File: config.mk
export PLATFORM = sky130hd
export DESIGN_NAME = pmx_pin_setup
export DESIGN_NICKNAME = d
export VERILOG_FILES = /design/src/pmx_pkg.sv /design/src/pmx_pin_setup.sv /design/src/pmx_core.sv
export SDC_FILE = /design/constraint.sdc
export NUM_CORES = 1
export LEC_CHECK = 0
export ABC_AREA = 1
export BUFFER_PORTS_ARGS = -buffer_cell sky130_fd_sc_hd__buf_2
export CELL_PAD_IN_SITES_DETAIL_PLACEMENT = 0
export CELL_PAD_IN_SITES_GLOBAL_PLACEMENT = 1
export CORE_AREA = 2 2 287 289
export DETAILED_ROUTE_END_ITERATION = 10
export DIE_AREA = 0 0 289 291
export GPL_ROUTABILITY_DRIVEN = 0
export PLACE_DENSITY_LB_ADDON = 0.12
export SYNTH_ARGS = -nofsm -noshare
export SYNTH_HDL_FRONTEND = slang
export SYNTH_SLANG_ARGS = --single-unit
File: constraint.sdc
create_clock -name aclk -period 2.5 [get_ports aclk]
set_clock_uncertainty 0.1 [all_clocks]
set_input_delay 0.125 -clock aclk [delete_from_list [all_inputs] [get_ports aclk]]
set_output_delay 0.125 -clock aclk [all_outputs]
set_load 0.1 [all_outputs]
File: src/pmx_pkg.sv
// Purpose: Shared constants and carriers for the port pin multiplexer
// Assumes: Ten ports of up to eight pins, packed into one 80-bit vector
// Notes:   Pin index is port * 8 + bit; absent bits are inert

package pmx_pkg;

  // ****************************************************************
  // Geometry
  // ****************************************************************
  localparam int NPORT = 10;
  localparam int PW    = 8;
  localparam int NPIN  = NPORT * PW;

  // Bits that exist on each port (port 9 leftmost)
  localparam logic [79:0] PIN_EXISTS = 80'h7f0fff3fffff1fff3fff;
  // Analog-only ports 7 and 8 carry no direction bit
  localparam logic [79:0] NODIR_MASK = 80'h000fff00000000000000;
  // External bus pins on ports 4, 5, 6 and 9
  localparam logic [79:0] EXTBUS_MASK = 80'h7f00003fffff00000000;

  // ****************************************************************
  // Special pin indices
  // ****************************************************************
  localparam int PIN_I2C_DATA  = 8;   // Port 1 bit 0
  localparam int PIN_I2C_CLOCK = 10;  // Port 1 bit 2
  localparam int PIN_VMON      = 28;  // Port 3 bit 4
  localparam int PIN_DSTROBE   = 75;  // Port 9 bit 3
  localparam int PIN_ASTROBE   = 76;  // Port 9 bit 4

  // ****************************************************************
  // Register map (byte addresses)
  // ****************************************************************
  localparam logic [7:0] DIR_BASE = 8'h00;  // port_direction_reg n
  localparam logic [7:0] LAT_BASE = 8'h40;  // port_output_latch n
  localparam logic [7:0] PIN_BASE = 8'h80;  // Pin level readback n
  localparam logic [7:0] CTRL_OFF = 8'hc0;  // Control bits

  localparam int CTRL_DATA_OD_BIT = 0;  // data_pin_open_drain_sel
  localparam int CTRL_CLK_OD_BIT  = 1;  // clock_pin_open_drain_sel
  localparam int CTRL_VMON_BIT    = 2;  // voltage_monitor_ctrl enable
  localparam int CTRL_MEMX_BIT    = 3;  // memory_expansion_mode enable

  // ****************************************************************
  // Reset values and responses
  // ****************************************************************
  localparam logic [7:0] DIR_RST  = 8'hff;  // All pins input
  localparam logic [7:0] LAT_RST  = 8'h00;
  localparam logic [3:0] CTRL_RST = 4'h0;
  localparam logic [1:0] RESP_OKAY   = 2'h0;
  localparam logic [1:0] RESP_SLVERR = 2'h2;

  // ****************************************************************
  // Carriers
  // ****************************************************************
  typedef struct packed {
    logic [79:0] out;
    logic [79:0] oe;
  } pmx_drive_t;

  typedef struct packed {
    logic [79:0] dir;
    logic [79:0] lat;
    logic        data_od;
    logic        clk_od;
    logic        vmon_en;
    logic        memx_en;
  } pmx_cfg_t;

endpackage : pmx_pkg

File: src/pmx_pin_setup.sv
// Purpose: Port pin alternate-function setup with AXI4-Lite registers
// Assumes: Pin and peripheral inputs are synchronous to aclk
// Notes:   All outputs are registered; one cycle from settings to pins
//
// Behaviour
// Alternate use follows direction and latch bits
// Nonmaskable input sampled when direction is input
// Interrupt and trigger inputs need direction input
// Serial clock zero; I2C needs open-drain select
// Serial clock one and baud clock likewise
// Alternate outputs need direction 0, latch 0
// Voltage monitor output also needs its enable
// Bus pins follow expansion mode; strobes latch 1
// Analog pins have no direction bit

`timescale 1ns/1ps

module pmx_pin_setup #(
  parameter int AW = 8
) (
  input  wire logic                aclk,
  input  wire logic                aresetn,
  input  wire logic [AW-1:0]       s_axi_awaddr,
  input  wire logic                s_axi_awvalid,
  output logic                     s_axi_awready,
  input  wire logic [31:0]         s_axi_wdata,
  input  wire logic [3:0]          s_axi_wstrb,
  input  wire logic                s_axi_wvalid,
  output logic                     s_axi_wready,
  output logic [1:0]               s_axi_bresp,
  output logic                     s_axi_bvalid,
  input  wire logic                s_axi_bready,
  input  wire logic [AW-1:0]       s_axi_araddr,
  input  wire logic                s_axi_arvalid,
  output logic                     s_axi_arready,
  output logic [31:0]              s_axi_rdata,
  output logic [1:0]               s_axi_rresp,
  output logic                     s_axi_rvalid,
  input  wire logic                s_axi_rready,
  input  wire logic [79:0]         pin_in,
  output logic [79:0]              pin_out,
  output logic [79:0]              pin_oe,
  input  wire pmx_pkg::pmx_drive_t periph_drive,
  input  wire pmx_pkg::pmx_drive_t bus_drive,
  output logic [79:0]              alt_in
);

  // ****************************************************************
  // Address decode
  // ****************************************************************

  // Kind of register: 0 dir, 1 latch, 2 pin, 3 ctrl, 4 unmapped
  function automatic logic [2:0] reg_kind(input logic [AW-1:0] a);
    logic [7:0] b;
    b = 8'(a);
    if (b == pmx_pkg::CTRL_OFF) begin
      return 3'h3;
    end
    if (b[1:0] != 2'h0 || b[5:2] >= 4'(pmx_pkg::NPORT)) begin
      return 3'h4;
    end
    case (b[7:6])
      2'h0:    return 3'h0;
      2'h1:    return 3'h1;
      2'h2:    return 3'h2;
      default: return 3'h4;
    endcase
  endfunction : reg_kind

  // Port number held in an address
  function automatic logic [3:0] reg_port(input logic [AW-1:0] a);
    return a[5:2];
  endfunction : reg_port

  // ****************************************************************
  // State
  // ****************************************************************
  logic [79:0]         dir_q,   dir_d;
  logic [79:0]         lat_q,   lat_d;
  logic [3:0]          ctrl_q,  ctrl_d;
  logic [79:0]         pin_q,   pin_d;
  logic                awr_q,   awr_d;
  logic                bval_q,  bval_d;
  logic [1:0]          bresp_q, bresp_d;
  logic                arr_q,   arr_d;
  logic                rval_q,  rval_d;
  logic [1:0]          rresp_q, rresp_d;
  logic [31:0]         rdata_q, rdata_d;
  logic [79:0]         out_q,   oe_q,    ain_q;
  pmx_pkg::pmx_cfg_t   cfg;
  pmx_pkg::pmx_drive_t drv;
  logic [79:0]         ain;

  // ****************************************************************
  // Pin multiplexer
  // ****************************************************************

  // Settings gathered for the selection logic
  always_comb begin
    cfg.dir     = dir_q;
    cfg.lat     = lat_q;
    cfg.data_od = ctrl_q[pmx_pkg::CTRL_DATA_OD_BIT];
    cfg.clk_od  = ctrl_q[pmx_pkg::CTRL_CLK_OD_BIT];
    cfg.vmon_en = ctrl_q[pmx_pkg::CTRL_VMON_BIT];
    cfg.memx_en = ctrl_q[pmx_pkg::CTRL_MEMX_BIT];
  end

  pmx_core u_core (
    .cfg    (cfg),
    .periph (periph_drive),
    .bus    (bus_drive),
    .pin_in (pin_q),
    .drive  (drv),
    .alt_in (ain)
  );

  // ****************************************************************
  // Register bus
  // ****************************************************************

  // Next values of registers and bus handshakes
  always_comb begin
    logic [2:0] wk;
    logic [2:0] rk;
    logic [3:0] wp;
    logic [3:0] rp;
    logic [7:0] wb;
    wk = reg_kind(s_axi_awaddr);
    rk = reg_kind(s_axi_araddr);
    wp = reg_port(s_axi_awaddr);
    rp = reg_port(s_axi_araddr);
    wb = s_axi_wdata[7:0];
    dir_d   = dir_q;
    lat_d   = lat_q;
    ctrl_d  = ctrl_q;
    pin_d   = pin_in;
    awr_d   = 1'b0;
    bval_d  = bval_q && !s_axi_bready;
    bresp_d = bresp_q;
    arr_d   = 1'b0;
    rval_d  = rval_q && !s_axi_rready;
    rresp_d = rresp_q;
    rdata_d = rdata_q;
    // Take address and data together, one write in flight
    if (s_axi_awvalid && s_axi_wvalid && !awr_q && !bval_q) begin
      awr_d = 1'b1;
    end
    if (awr_q) begin
      bval_d  = 1'b1;
      bresp_d = (wk == 3'h4) ? pmx_pkg::RESP_SLVERR : pmx_pkg::RESP_OKAY;
      if (s_axi_wstrb[0]) begin
        case (wk)
          3'h0: begin
            dir_d[wp*8 +: 8] = wb;
          end
          3'h1: begin
            lat_d[wp*8 +: 8] = wb;
          end
          3'h3: begin
            ctrl_d = wb[3:0];
          end
          default: begin
            ctrl_d = ctrl_q;
          end
        endcase
      end
      dir_d = dir_d | pmx_pkg::NODIR_MASK;
    end
    // Read address taken, data follows next cycle
    if (s_axi_arvalid && !arr_q && !rval_q) begin
      arr_d = 1'b1;
    end
    if (arr_q) begin
      rval_d  = 1'b1;
      rresp_d = (rk == 3'h4) ? pmx_pkg::RESP_SLVERR : pmx_pkg::RESP_OKAY;
      case (rk)
        3'h0: begin
          rdata_d = {24'h0, dir_q[rp*8 +: 8] &
                     ~pmx_pkg::NODIR_MASK[rp*8 +: 8]};
        end
        3'h1: begin
          rdata_d = {24'h0, lat_q[rp*8 +: 8]};
        end
        3'h2: begin
          rdata_d = {24'h0, pin_q[rp*8 +: 8]};
        end
        3'h3: begin
          rdata_d = {28'h0, ctrl_q};
        end
        default: begin
          rdata_d = 32'h0;
        end
      endcase
    end
  end

  // Register everything, synchronous reset
  always_ff @(posedge aclk) begin
    if (!aresetn) begin
      dir_q   <= {pmx_pkg::NPORT{pmx_pkg::DIR_RST}};
      lat_q   <= {pmx_pkg::NPORT{pmx_pkg::LAT_RST}};
      ctrl_q  <= pmx_pkg::CTRL_RST;
      pin_q   <= 80'h0;
      awr_q   <= 1'b0;
      bval_q  <= 1'b0;
      bresp_q <= pmx_pkg::RESP_OKAY;
      arr_q   <= 1'b0;
      rval_q  <= 1'b0;
      rresp_q <= pmx_pkg::RESP_OKAY;
      rdata_q <= 32'h0;
      out_q   <= 80'h0;
      oe_q    <= 80'h0;
      ain_q   <= 80'h0;
    end else begin
      dir_q   <= dir_d;
      lat_q   <= lat_d;
      ctrl_q  <= ctrl_d;
      pin_q   <= pin_d;
      awr_q   <= awr_d;
      bval_q  <= bval_d;
      bresp_q <= bresp_d;
      arr_q   <= arr_d;
      rval_q  <= rval_d;
      rresp_q <= rresp_d;
      rdata_q <= rdata_d;
      out_q   <= drv.out;
      oe_q    <= drv.oe;
      ain_q   <= ain;
    end
  end

  // ****************************************************************
  // Outputs
  // ****************************************************************

  // Straight from flip-flops
  always_comb begin
    s_axi_awready = awr_q;
    s_axi_wready  = awr_q;
    s_axi_bvalid  = bval_q;
    s_axi_bresp   = bresp_q;
    s_axi_arready = arr_q;
    s_axi_rvalid  = rval_q;
    s_axi_rresp   = rresp_q;
    s_axi_rdata   = rdata_q;
    pin_out       = out_q;
    pin_oe        = oe_q;
    alt_in        = ain_q;
  end

endmodule : pmx_pin_setup

File: src/pmx_core.sv
// Purpose: Per-pin selection between port, alternate and bus functions
// Assumes: Purely combinational; the top registers every result
// Notes:   Peripheral oe means the peripheral wants its output on the pin

`timescale 1ns/1ps

module pmx_core (
  input  wire pmx_pkg::pmx_cfg_t   cfg,
  input  wire pmx_pkg::pmx_drive_t periph,
  input  wire pmx_pkg::pmx_drive_t bus,
  input  wire logic [79:0]         pin_in,
  output pmx_pkg::pmx_drive_t      drive,
  output logic [79:0]              alt_in
);

  // ****************************************************************
  // Pin selection
  // ****************************************************************

  // Decide drive and input routing for every pin
  always_comb begin
    logic od;
    logic sel;
    logic strobe;
    od = 1'b0;
    sel = 1'b0;
    strobe = 1'b0;
    drive = '0;
    alt_in = '0;
    for (int i = 0; i < pmx_pkg::NPIN; i++) begin
      od = (i == pmx_pkg::PIN_I2C_DATA && cfg.data_od) ||
           (i == pmx_pkg::PIN_I2C_CLOCK && cfg.clk_od);
      sel = (i == pmx_pkg::PIN_VMON) ? cfg.vmon_en : periph.oe[i];
      strobe = (i == pmx_pkg::PIN_DSTROBE) || (i == pmx_pkg::PIN_ASTROBE);
      if (!pmx_pkg::PIN_EXISTS[i]) begin
        drive.oe[i] = 1'b0;
      end else if (pmx_pkg::NODIR_MASK[i]) begin
        alt_in[i] = pin_in[i];
      end else if (cfg.memx_en && pmx_pkg::EXTBUS_MASK[i] &&
                   !(strobe && !cfg.lat[i])) begin
        drive.out[i] = bus.out[i];
        drive.oe[i]  = bus.oe[i];
        alt_in[i]    = pin_in[i];
      end else if (cfg.dir[i]) begin
        alt_in[i] = pin_in[i];
      end else if (!cfg.lat[i] && sel) begin
        if (od) begin
          drive.oe[i] = !periph.out[i];
          alt_in[i]   = pin_in[i];
        end else begin
          drive.out[i] = periph.out[i];
          drive.oe[i]  = 1'b1;
        end
      end else begin
        drive.out[i] = cfg.lat[i];
        drive.oe[i]  = 1'b1;
      end
    end
  end

endmodule : pmx_core

# --- Word-level counts from Yosys, hierarchy flattened ---
# Cells that the tools add are included.
word_totals:
  regBits: 512
  inputBits: 459
  out_inout_bits: 281
classes:
  add_sub_neg: 1
  n_lt_le_gt_ge: 2
  eq_ne: 13
  shift: 6
  n_mux: 292
  bitwise_logic: 3
  n_reduce_logical: 192
op_table:
  columns: ["operator", "n"]
  rows:
  - ["1-bit 2-to-1 mux", 277]
  - ["80-bit by 8-bit variable part select with 8-bit output", 3]
  - ["80-bit bitwise mux", 2]
  - ["8-bit by 34-bit variable shift with 80-bit output, first input constant", 1]
  - ["8-bit by 34-bit variable part select with 80-bit output", 1]
  - ["80-bit by 8-bit variable part select with 8-bit output, first input constant", 1]
  - ["1-bit logical AND", 65]
  - ["1-bit zero test", 64]
  - ["2-bit OR reduction", 27]
  - ["2-bit AND reduction", 25]
  - ["7-bit negation with 34-bit output", 1]
  - ["8-bit case mux with 4 select lines", 1]
  - ["3-bit 2-to-1 mux", 8]
  - ["3-bit case mux with 3 select lines", 2]
  - ["8-bit equality test, second input constant", 2]
  - ["3-bit by 2-bit equality test with 1-bit output, second input constant", 3]
  - ["3-bit AND reduction", 3]
  - ["8-bit AND", 1]
  - ["4-bit >= comparator, second input constant", 2]
  - ["8-bit NOT", 1]
  - ["3-bit by 1-bit equality test with 1-bit output, second input constant", 2]
  - ["3-bit equality test, second input constant", 2]
  - ["3-bit zero test", 2]
  - ["2-bit by 1-bit equality test with 1-bit output, second input constant", 2]
  - ["other kinds (6)", 11]

# --- Logic depth before layout (Yosys ltp) ---
# Gate-level depths: netlist of the first run.
depth:
  word_depth: 8
  ltp_mapped: 17

# --- Hierarchy ---
# Synthesis of the first run repeated with hierarchy kept, for this count alone.
hier_totals:
  hier_cells: 2876
  area_unflattened_um2: 20442.1
by_module_without_submodules:
  columns: ["module", "n_inst", "cells_each", "area_per_inst_um2", "seq_area_each_um2"]
  rows:
  - ["pmx_pin_setup", 1, 2313, 17938.5, 9729.3]
  - ["pmx_core", 1, 563, 2503.7, 0.0]

# --- Least setup slack after synthesis of the first run ---
# OpenSTA, ideal clock, no wires.
synth_timing:
  path_type: "flip-flop to flip-flop"
  from: "reg awr_q (netlist: s_axi_awready)"
  to: "reg lat_q[26]"
  setup_time_ns: 0.086
  arrival_time_ns: 2.109
  t_required_ns: 2.314
  setup_slack_ns: 0.206
  stages_incl_launch_ff: 10
  period_less_slack_ns: 2.294
  cell_sequence: "dfxtp_1 > nand2_1 > inv_1 > nand2_2 > inv_2 > nand2_1 > inv_2 > buf_2 > nor2_1 > a211oi_1"
synth_via:
  elab_chain_len: 1
synth_lines:
  columns: ["item", "line", "text"]
  rows:
  - ["start: declaration", "pmx_pin_setup.sv:82", "logic awr_q, awr_d;"]
  - ["start signal: assignment", "pmx_pin_setup.sv:219", "awr_q <= awr_d;"]
  - ["3-bit AND reduction (no source line)", null, null]
  - ["end signal: assignment", "pmx_pin_setup.sv:201", "lat_q <= {pmx_pkg::NPORT{pmx_pkg::LAT_RST}};"]
  - ["end signal: assignment", "pmx_pin_setup.sv:216", "lat_q <= lat_d;"]
  - ["end: declaration", "pmx_pin_setup.sv:79", "logic [79:0] lat_q, lat_d;"]
# Every way passes these cells.
# A chain may end at the register's enable or synchronous reset.

# --- Worst setup path in the final report of the first run ---
layout_timing:
  from: "in s_axi_awaddr[0]"
  to: "reg dir_q[55]"
layout_via:
  elab_chain_len: 8
  elab_cells_between_ends: 11
  classes_between: "eq/ne (1); mux (6); reduce/logical (4)"
layout_lines:
  columns: ["item", "line", "text"]
  rows:
  - ["start: declaration", "pmx_pin_setup.sv:23", "input wire logic [AW-1:0] s_axi_awaddr,"]
  - ["2-bit nonzero test", "pmx_pin_setup.sv:59", "if (b[1:0] != 2'h0 || b[5:2] >= 4'(pmx_pkg::NPORT)) begin"]
  - ["1-bit logical OR", "pmx_pin_setup.sv:59", null]
  - ["1-bit 2-to-1 mux (2 in series)", "pmx_pin_setup.sv:59", null]
  - ["3-bit 2-to-1 mux", "pmx_pin_setup.sv:62", "case (b[7:6])"]
  - ["3-bit 2-to-1 mux (*)", "pmx_pin_setup.sv:59", null]
  - ["3-bit zero test (*)", "pmx_pin_setup.sv:152", "case (wk)"]
  - ["3-bit AND reduction (no source line) (*)", null, null]
  - ["end signal: assignment", "pmx_pin_setup.sv:200", "dir_q <= {pmx_pkg::NPORT{pmx_pkg::DIR_RST}};"]
  - ["end signal: assignment", "pmx_pin_setup.sv:215", "dir_q <= dir_d;"]
  - ["end: declaration", "pmx_pin_setup.sv:78", "logic [79:0] dir_q, dir_d;"]
# Every way passes the cells marked *; elsewhere a longest branch is shown, timed or not. The select of a mux whose other input is x is not followed.

==> run summary, run 1 <==
Number of fill cells: 8870
H-tree level count: 2
Critical path launch point type: input pin
Die Wd: 289 um
Post-synthesis cell type count: 42
Seq/Total Area, Yosys: 0.488
Total power: 17.6 mW
Vert. Die Dim: 291 um
Ys async rst share: 0
Synth warn: 0
FF+latch count, synth: 426
Routed len/inst: 19.9 um
Worst-path cell chain: dlygate4sd3_1, buf_2, nor2_2, nand3_1, dlygate4sd3_1, o21ai_1, nor3b_2, nand2_2, buf_4, nor3_4, inv_1, nand2_1, o211ai_1
Initial Util: 0.215
Die area: 84100 um^2
FMAX: 423 MHz
Initial antenna violation count: 6
Post-synth EDFFs: 0
Grt met2 use: 0.331
Vias/cell: 4.28
Run status: finished, final reports clean
Largest net degree at the start of global routing: 167
Layout cells sized above 1: 0.230
Post-Layout Cell Count: 4228
Worst Path Buf+Inv: 5
Fin crit period: 2370 ps
Core area: 81200 um^2
Fin area: 25700 um^2
Worst path required time: 2860 ps
Clock transition at path regs: 60 ps
Final core occ: 0.317
Row cnt: 105
Fin. Hold Viols: 0
MaxCap Viol Count: 0
Avg Inst Size Synth: 7.50 um^2
TritonRoute pass-1 iters: 5
Synth top area share: 0.488
RSZ-0062 raised after global routing: no
IO Count: 740
GRT Max-Usage Layer: met2
Antenna Nets Post-Route: 0
Final setup violation count: 0
Pwr Density: 682 nW/um^2
Final period utilization: 0.947
Root Buffer: clkbuf_16
Slew headroom: 0.418
Commonest non-fill, non-tap cell in the layout: nand2_1
Area grow syn2layout: 47.3%
Cells after DPL: 3859
Multi-input gate area: 6950 um^2
Mapped Area: 17500 um^2
CTS tree: yes
Least-Margin Pin Slew: 873 ps
HP Class: in -> reg
M1 GR Usage: 0.252
Total gr overflow: 0
Fin. max-slew vios: 0
Flop2flop setup slack: 240 ps
Max VDD drop: 474 uV
Yosys top cell by area: dfxtp_1
Slowest stage delay, CP: 570 ps
Crit-path leading delay family: buffers and inverters
Cell mode on critical path: dlygate4sd3_1
Final nets: 3572
CTS sink cnt: 426
Vias in the first global route: 18400
Vias: 18100
GRT Total Usage: 0.194
Port Buffers: 475
GR Layer Usage met3: 0.0353
Critical Path Fanout Max: 6
Critical path's slowest cell: dlygate4sd3_1
Dominant register cell in the synthesized netlist: dfxtp_1
Dpl cell area: 21200 um^2
Worst-Skew Late Latency: 620 ps
Clock buffer depth: 3
Arrival @ worst endpoint: 2730 ps
Commonest non-fill, non-tap cells in the layout: nand2_1 (486), buf_2 (475), dfxtp_1 (425)
Setup TNS: 0 ps
DPL Wire Length: 64800 um
Drt initial violations: 971
Crit. End Element: register
Total Wirelength: 84200 um
Pleak: 12.7 nW
Storage cell area: 8530 um^2
Setup CP Type: in -> reg
Inserted Clock Buffers: 54
First-pass GRT wire length: 121000 um
Ranking of synthesized cells by area: dfxtp_1 (49%), nand2_1 (10%), inv_1 (6.1%), a21oi_1 (5.6%), nor2_1 (4.7%)
Syn Inst Count: 2332
Residual DRC count: 0
-- power breakdown --
group,switching [mW],internal (mW)
clock network,3.26,4.82
registers,0.0474,6.91
logic,1.83,0.697
-- registers in the layout, summed over array words and instances (netlist names), 4 cells and up --
name and count:
lat_q 80, pin_q 80, alt_in 68, dir_q 68, pin_oe 56, pin_out 56
s_axi_rdata 8, ctrl_q 4
-- cells by family (layout without fill, tap and decap cells) --
group,after synthesis,count (layout),synth area share
AOI/OAI and AO/OA,483,483,0.156
xor gates and xnor gates,1,1,0.00157
adders and majority gates,3,3,0.00215
buffers and inverters,511,1250,0.133
DFF,426,426,0.488
other,1,88,0.000215
and+or+nand+nor,907,907,0.218
-- tightest hold or removal path: cells and delay by family --
kind                   cells  cell delay [ps]
AO/OA/AOI/OAI              1              120
AND/OR/NAND/NOR            2              370
buffers and inverters      1               80
-- metal layers --
layer / share of wire / wire [um]
met4: 0.021 / 1750
met1: 0.44 / 37400
met3: 0.057 / 4830
met5: 0.00015 / 13
met2: 0.48 / 40100
-- cell type report --
type,count,share of cell area
sequential,426,0.331
multi-input combinational,1480,0.270
clock inverter,24,0.00899
timing repair buffer,840,0.229
tap,1070,0.0520
clock buffer,78,0.0630
antenna,2,0.000194
inverter,308,0.0452
-- what timing repair did --
| item | CTS | global route |
|---|---|---|
| hold buffers | 263 | 0 |
| resized for setup | 0 | 4 |
| buffers inserted | 0 | 1 |
| setup endpoints to repair | 0 | 47 |
| hold endpoints to repair | 245 | 0 |
-- synthesized netlist by cell type, types with 3 or more instances --
master	n
nor2_4	5
a211oi_1	24
a22oi_1	4
buf_2	18
inv_2	20
o21ai_0	156
buf_1	11
o21ai_1	9
ha_1	3
o211ai_1	65
o2111ai_1	3
clkbuf_1	76
clkinv_1	3
nor3_1	82
a2bb2oi_1	9
dfxtp_1	426
nand4_1	15
nand2_2	6
nand2_1	487
a31oi_1	11
nor3_2	3
nand3_1	76
buf_6	6
inv_1	285
buf_4	92
nor2_1	220
nor2_2	5
a21oi_1	196
-- path summary, 6_finish.rpt --
path / from / endpoint / cells after the start
max: s_axi_awaddr[0] / dir_q[55]$_SDFFE_PN1P_ / 13
min: s_axi_awaddr[1] / ctrl_q[3]$_SDFFE_PN0P_ / 4
max reg2reg: ctrl_q[3]$_SDFFE_PN0P_ / pin_out[78]$_SDFF_PN0_ / 5
min reg2reg: pin_q[67]$_SDFF_PN0_ / alt_in[67]$_SDFF_PN0_ / 2
-- per-stage QoR --
| stage | setup WS [ps] | hold WS (ps) |
|---|---|---|
| after floorplan | 206 | 119 |
| after detailed placement | -118 | 212 |
| after CTS | 35.1 | 5.90 |
| final | 133 | 30.2 |
| after global routing | 0.306 | 58.9 |
| after global placement | -140 | 210 |
No activity file was read; power rests on OpenSTA's default activity.
==> run 2, diff against run 1 <==
CORE_AREA = 2 2 284 286   (was 2 2 287 289)
DIE_AREA = 0 0 286 288   (was 0 0 289 291)
==> run 2 against run 1 <==
Net effect:
- maximum frequency increased by 6.5%
- clock-buffer cell count decreased by 5
- first-iteration DRC count down 8.0%
- flip-flop and latch count did not move
- die area is 2.1% lower
- sequential power barely moved
- global-route usage is 0.11 points higher
- via count hardly changed
- critical path depth down 9
- final area fell by 0.24%
- routed wire length down 1.2%
- largest cell class unchanged
- highest routed layer unchanged
==> run summary, run 2 (same netlist as run 1, synthesis figures left out) <==
Vias in the first global route: 18200
Part of the power in registers: 0.408
Final setup violation count: 0
Vias: 18100
Port Buffers: 475
Die Wd: 286 um
Area grow syn2layout: 47.0%
Fin crit period: 2220 ps
Critical path launch point type: register
First-pass GRT wire length: 119000 um
Total Wirelength: 83100 um
RSZ-0062 raised after global routing: no
HP Class: in -> reg
H-tree level count: 2
Vert. Die Dim: 288 um
Vias/cell: 4.30
Setup CP Type: reg -> reg
Initial antenna violation count: 8
Fin. Hold Viols: 0
TritonRoute pass-1 iters: 5
Die area: 82400 um^2
Antenna Nets Post-Route: 0
Clock buffer depth: 3
Pwr Density: 665 nW/um^2
Largest regs: lat_q: 80 flops, pin_q: 80 flops
Largest net degree at the start of global routing: 116
Commonest non-fill, non-tap cell in the layout: nand2_1
Crit. End Element: register
GRT Total Usage: 0.195
Pleak: 12.7 nW
Setup Slack @ Placement: -47.3 ps
FMAX: 450 MHz
Total gr overflow: 0
Max VDD drop: 432 uV
Residual DRC count: 0
Critical Path Fanout Max: 33
MaxCap Viol Count: 0
Run status: finished, final reports clean
Worst path required time: 2940 ps
Slew headroom: 0.408
Cells after DPL: 3855
DPL Wire Length: 64400 um
Dpl cell area: 21300 um^2
Final WS setup: 277 ps
Clock transition at path regs: 60 ps
CTS sink cnt: 426
Least-Margin Pin Slew: 885 ps
Row cnt: 104
Routed len/inst: 19.7 um
Final period utilization: 0.889
Post-Layout Cell Count: 4213
Arrival @ worst endpoint: 2670 ps
Fin. max-slew vios: 0
Internal power: 12.1 mW
Initial Util: 0.220
Clk network pwr share: 0.444
Commonest non-fill, non-tap cells in the layout: nand2_1 (485), buf_2 (474), dfxtp_1 (425)
Fin area: 25700 um^2
Final nets: 3576
Root Buffer: clkbuf_16
Sw Share: 0.290
CTS tree: yes
Sw Pwr: 4.94 mW
Worst-Skew Late Latency: 600 ps
Drt initial violations: 893
Core area: 79600 um^2
Comb pwr share: 0.149
Final hold slack: 31.9 ps
IO Count: 740
Layout cells sized above 1: 0.227
Inserted Clock Buffers: 52
[run 2: changes by cell type in the layout (fill, tap and decap cells not counted), moves of 2 or more]
| cell | change |
|---|---|
| buf_4 | +2 |
| inv_4 | +4 |
| clkinv_2 | -4 |
| inv_2 | -5 |
| diode_2 | +2 |
| clkbuf_8 | -6 |
| clkbuf_1 | +4 |
| clkbuf_16 | -3 |
| buf_12 | +4 |
| clkinvlp_4 | -4 |
[run 2: stage by stage]
| stage | setup TNS [ps] | util | total power, mW |
|---|---|---|---|
| after floorplan | 0 | - | 8.70 |
| final | 0 | 0.323 | 17.1 |
| after global routing | 0 | 0.323 | 17.8 |
| after CTS | 0 | 0.322 | 17.4 |
| after global placement | -137 | 0.268 | 9.36 |
| after detailed placement | -52.8 | 0.268 | 9.36 |
[run 2: area by class of cell]
| type | instances | area, um^2 |
|---|---|---|
| Clock buffer | 73 | 1480 |
| Sequential cell | 426 | 8530 |
| Multi-Input combinational cell | 1480 | 6960 |
| Clock inverter | 16 | 199 |
| Tap cell | 1060 | 1330 |
| Timing Repair Buffer | 846 | 6000 |
| Inverter | 308 | 1180 |
| Antenna cell | 4 | 10.0 |
| Fill cell | 8757 | 53900 |
[run 2: metal layers]
metal	global-route usage	vias up	share of wire
met4	0.0579	8	0.027
met5	0	-	0.00055
met3	0.0417	115	0.063
met2	0.327	538	0.47
met1	0.252	8549	0.44
li1	-	8886	-
[run 2: worst max-delay path, cell delays in order, from the launching register on]
cell and delay (ps):
dfxtp_4 500, nor2_1 750, nand2_1 120, a21oi_1 140, dlygate4sd3_1 550
[run 2: path summary, 6_finish.rpt]
check	start	end	slack [ps]	depth (start not counted)
hold reg to reg	pin_q[66]$_SDFF_PN0_	alt_in[66]$_SDFF_PN0_	330	2
setup reg to reg	ctrl_q[3]$_SDFFE_PN0P_	pin_out[53]$_SDFF_PN0_	280	4
setup / recovery	ctrl_q[3]$_SDFFE_PN0P_	pin_out[53]$_SDFF_PN0_	280	4
hold / removal	s_axi_awaddr[4]	lat_q[7]$_SDFFE_PN0P_	30	5
[run 2: what timing repair did]
item                       4_1_cts  5_1_grt
hold endpoints to repair       265        0
resized for setup                0       11
setup endpoints to repair        0       90
setup buffers                    0        1
hold buffers                   265        0
[run 2: power by group through the flow]
stage	clock network (mW)	logic [mW]	registers, mW
floorplan	0	1.24	7.46
global placement	0	2.25	7.11
detailed placement	0	2.25	7.11
CTS	7.86	2.55	6.96
global route	8.14	2.69	6.97
finish	7.58	2.54	6.96
==> run 3, diff against run 2 <==
CTS_BUF_LIST = sky130_fd_sc_hd__clkbuf_4 sky130_fd_sc_hd__clkbuf_8   (was not set)
==> run 3 against run 2 <==
Net effect:
- clock-buffer cell count rose by 69
- largest cell class unchanged
- register-to-register slack got worse by 140 ps
- routed wire length rose by 1.9%
==> run summary, run 3 (same netlist as run 1, synthesis figures left out) <==
Residual DRC count: 0
Vert. Die Dim: 288 um
Crit. End Element: register
Initial Util: 0.220
Row cnt: 104
Drt initial violations: 935
Routed len/inst: 19.4 um
Arrival @ worst endpoint: 2900 ps
Crit Reg-Reg Endpoint: pin_out[47]$_SDFF_PN0_
Clock buffer depth: 3
Vias/cell: 4.28
R2r startpoint: ctrl_q[3]$_SDFFE_PN0P_
Setup CP Type: in -> reg
GRT Total Usage: 0.199
Final nets: 3698
Total Wirelength: 84700 um
Final setup violation count: 0
Antenna Nets Post-Route: 0
Inserted Clock Buffers: 85
MaxCap Viol Count: 0
IO Count: 740
First-pass GRT wire length: 121000 um
Least-Margin Pin Slew: 826 ps
Root Buffer: clkbuf_8
Vias: 18700
Setup Slack @ Placement: -47.3 ps
H-tree level count: 3
HP Class: in -> reg
Hold Crit Depth: 4
DPL Wire Length: 64400 um
Die area: 82400 um^2
CTS sink cnt: 426
Clock transition at path regs: 50 ps
Total gr overflow: 0
TritonRoute pass-1 iters: 5
Fin crit period: 2450 ps
Area grow syn2layout: 53.0%
Max VDD drop: 296 uV
Critical path launch point type: input pin
Slew headroom: 0.447
Final WS setup: 54.8 ps
Final period utilization: 0.978
Fin. Hold Viols: 0
Critical Path Fanout Max: 16
Core area: 79600 um^2
Pwr Density: 647 nW/um^2
Initial antenna violation count: 10
Run status: finished, final reports clean
Largest regs: lat_q: 80 flops, pin_q: 80 flops
Commonest non-fill, non-tap cell in the layout: nand2_1
Total power: 17.3 mW
Setup crit start: s_axi_awaddr[4]
Pleak: 13.2 nW
Fin. max-slew vios: 0
Worst-Skew Late Latency: 690 ps
Port Buffers: 475
End of the critical path: dir_q[5]$_SDFFE_PN1P_
Largest net degree at the start of global routing: 116
FMAX: 409 MHz
Vias in the first global route: 18900
Die Wd: 286 um
Layout cells sized above 1: 0.239
Worst path required time: 2950 ps
Worst r2r path cells: 5
CTS tree: yes
Flop2flop setup slack: 140 ps
Commonest non-fill, non-tap cells in the layout: nand2_1 (487), buf_2 (474), dfxtp_1 (425)
run 3: routing by layer:
layer / part of all wire / up-vias / GRT usage
met1: 0.44 / 8817 / 0.254
met5: 0.00041 / - / 0
met2: 0.47 / 620 / 0.334
met3: 0.064 / 114 / 0.0441
li1: - / 9150 / -
met4: 0.024 / 6 / 0.0596
run 3: cell type report:
type / count / area, um^2
multi-input combinational: 1480 / 6940
clock inverter: 11 / 92.6
clock buffer: 142 / 1740
antenna: 7 / 17.5
fill: 8756 / 52900
tap: 1060 / 1330
timing repair buffer: 935 / 6930
sequential: 426 / 8530
inverter: 308 / 1160
run 3: worst min-delay path by stage:
stage                         start                 endpoint  slack [ps]
finish              s_axi_awaddr[2]   lat_q[79]$_SDFFE_PN0P_          60
detailed placement     s_axi_rready  s_axi_rvalid$_SDFF_PN0_         210
CTS                 s_axi_awaddr[2]   lat_q[47]$_SDFFE_PN0P_           7
global route        s_axi_awaddr[2]   lat_q[47]$_SDFFE_PN0P_          60
global placement       s_axi_rready  s_axi_rvalid$_SDFF_PN0_         210
floorplan              s_axi_rready  s_axi_rvalid$_SDFF_PN0_         120
run 3: through the flow:
stage / utilization / TNS, ps / hold slack [ps] / cells / area [um^2]
floorplan: - / 0 / 119 / 2417 / 17800
global placement: 0.268 / -137 / 210 / 3855 / 21300
detailed placement: 0.268 / -52.8 / 207 / 3855 / 21300
CTS: 0.335 / 0 / 6.70 / 4360 / 26700
global route: 0.336 / -14.3 / 58.7 / 4367 / 26700
finish: 0.336 / 0 / 60.4 / 4369 / 26700
run 3: report_power, final:
group	internal, mW	switching, mW	total [mW]
logic	0.789	1.84	2.63
clock network	4.48	3.23	7.70
registers	6.91	0.0484	6.96
total	12.2	5.12	17.3
run 3: what timing repair did:
item,CTS,global route
hold endpoints to repair,332,0
endpoints found under the setup margin,0,8
resized for setup,0,2
setup buffers,0,2
hold buffers,352,0
run 3: worst max-delay path, stage by stage:
cell	delay, ps
dlygate4sd3_1	540
buf_2	160
inv_2	60
nand2_1	60
o21ai_1	160
nand2_1	100
o21ai_1	160
nor3b_2	200
nand2_2	160
dlygate4sd3_1	640
nor2_4	140
buf_12	150
a21oi_1	60
o21ai_1	170
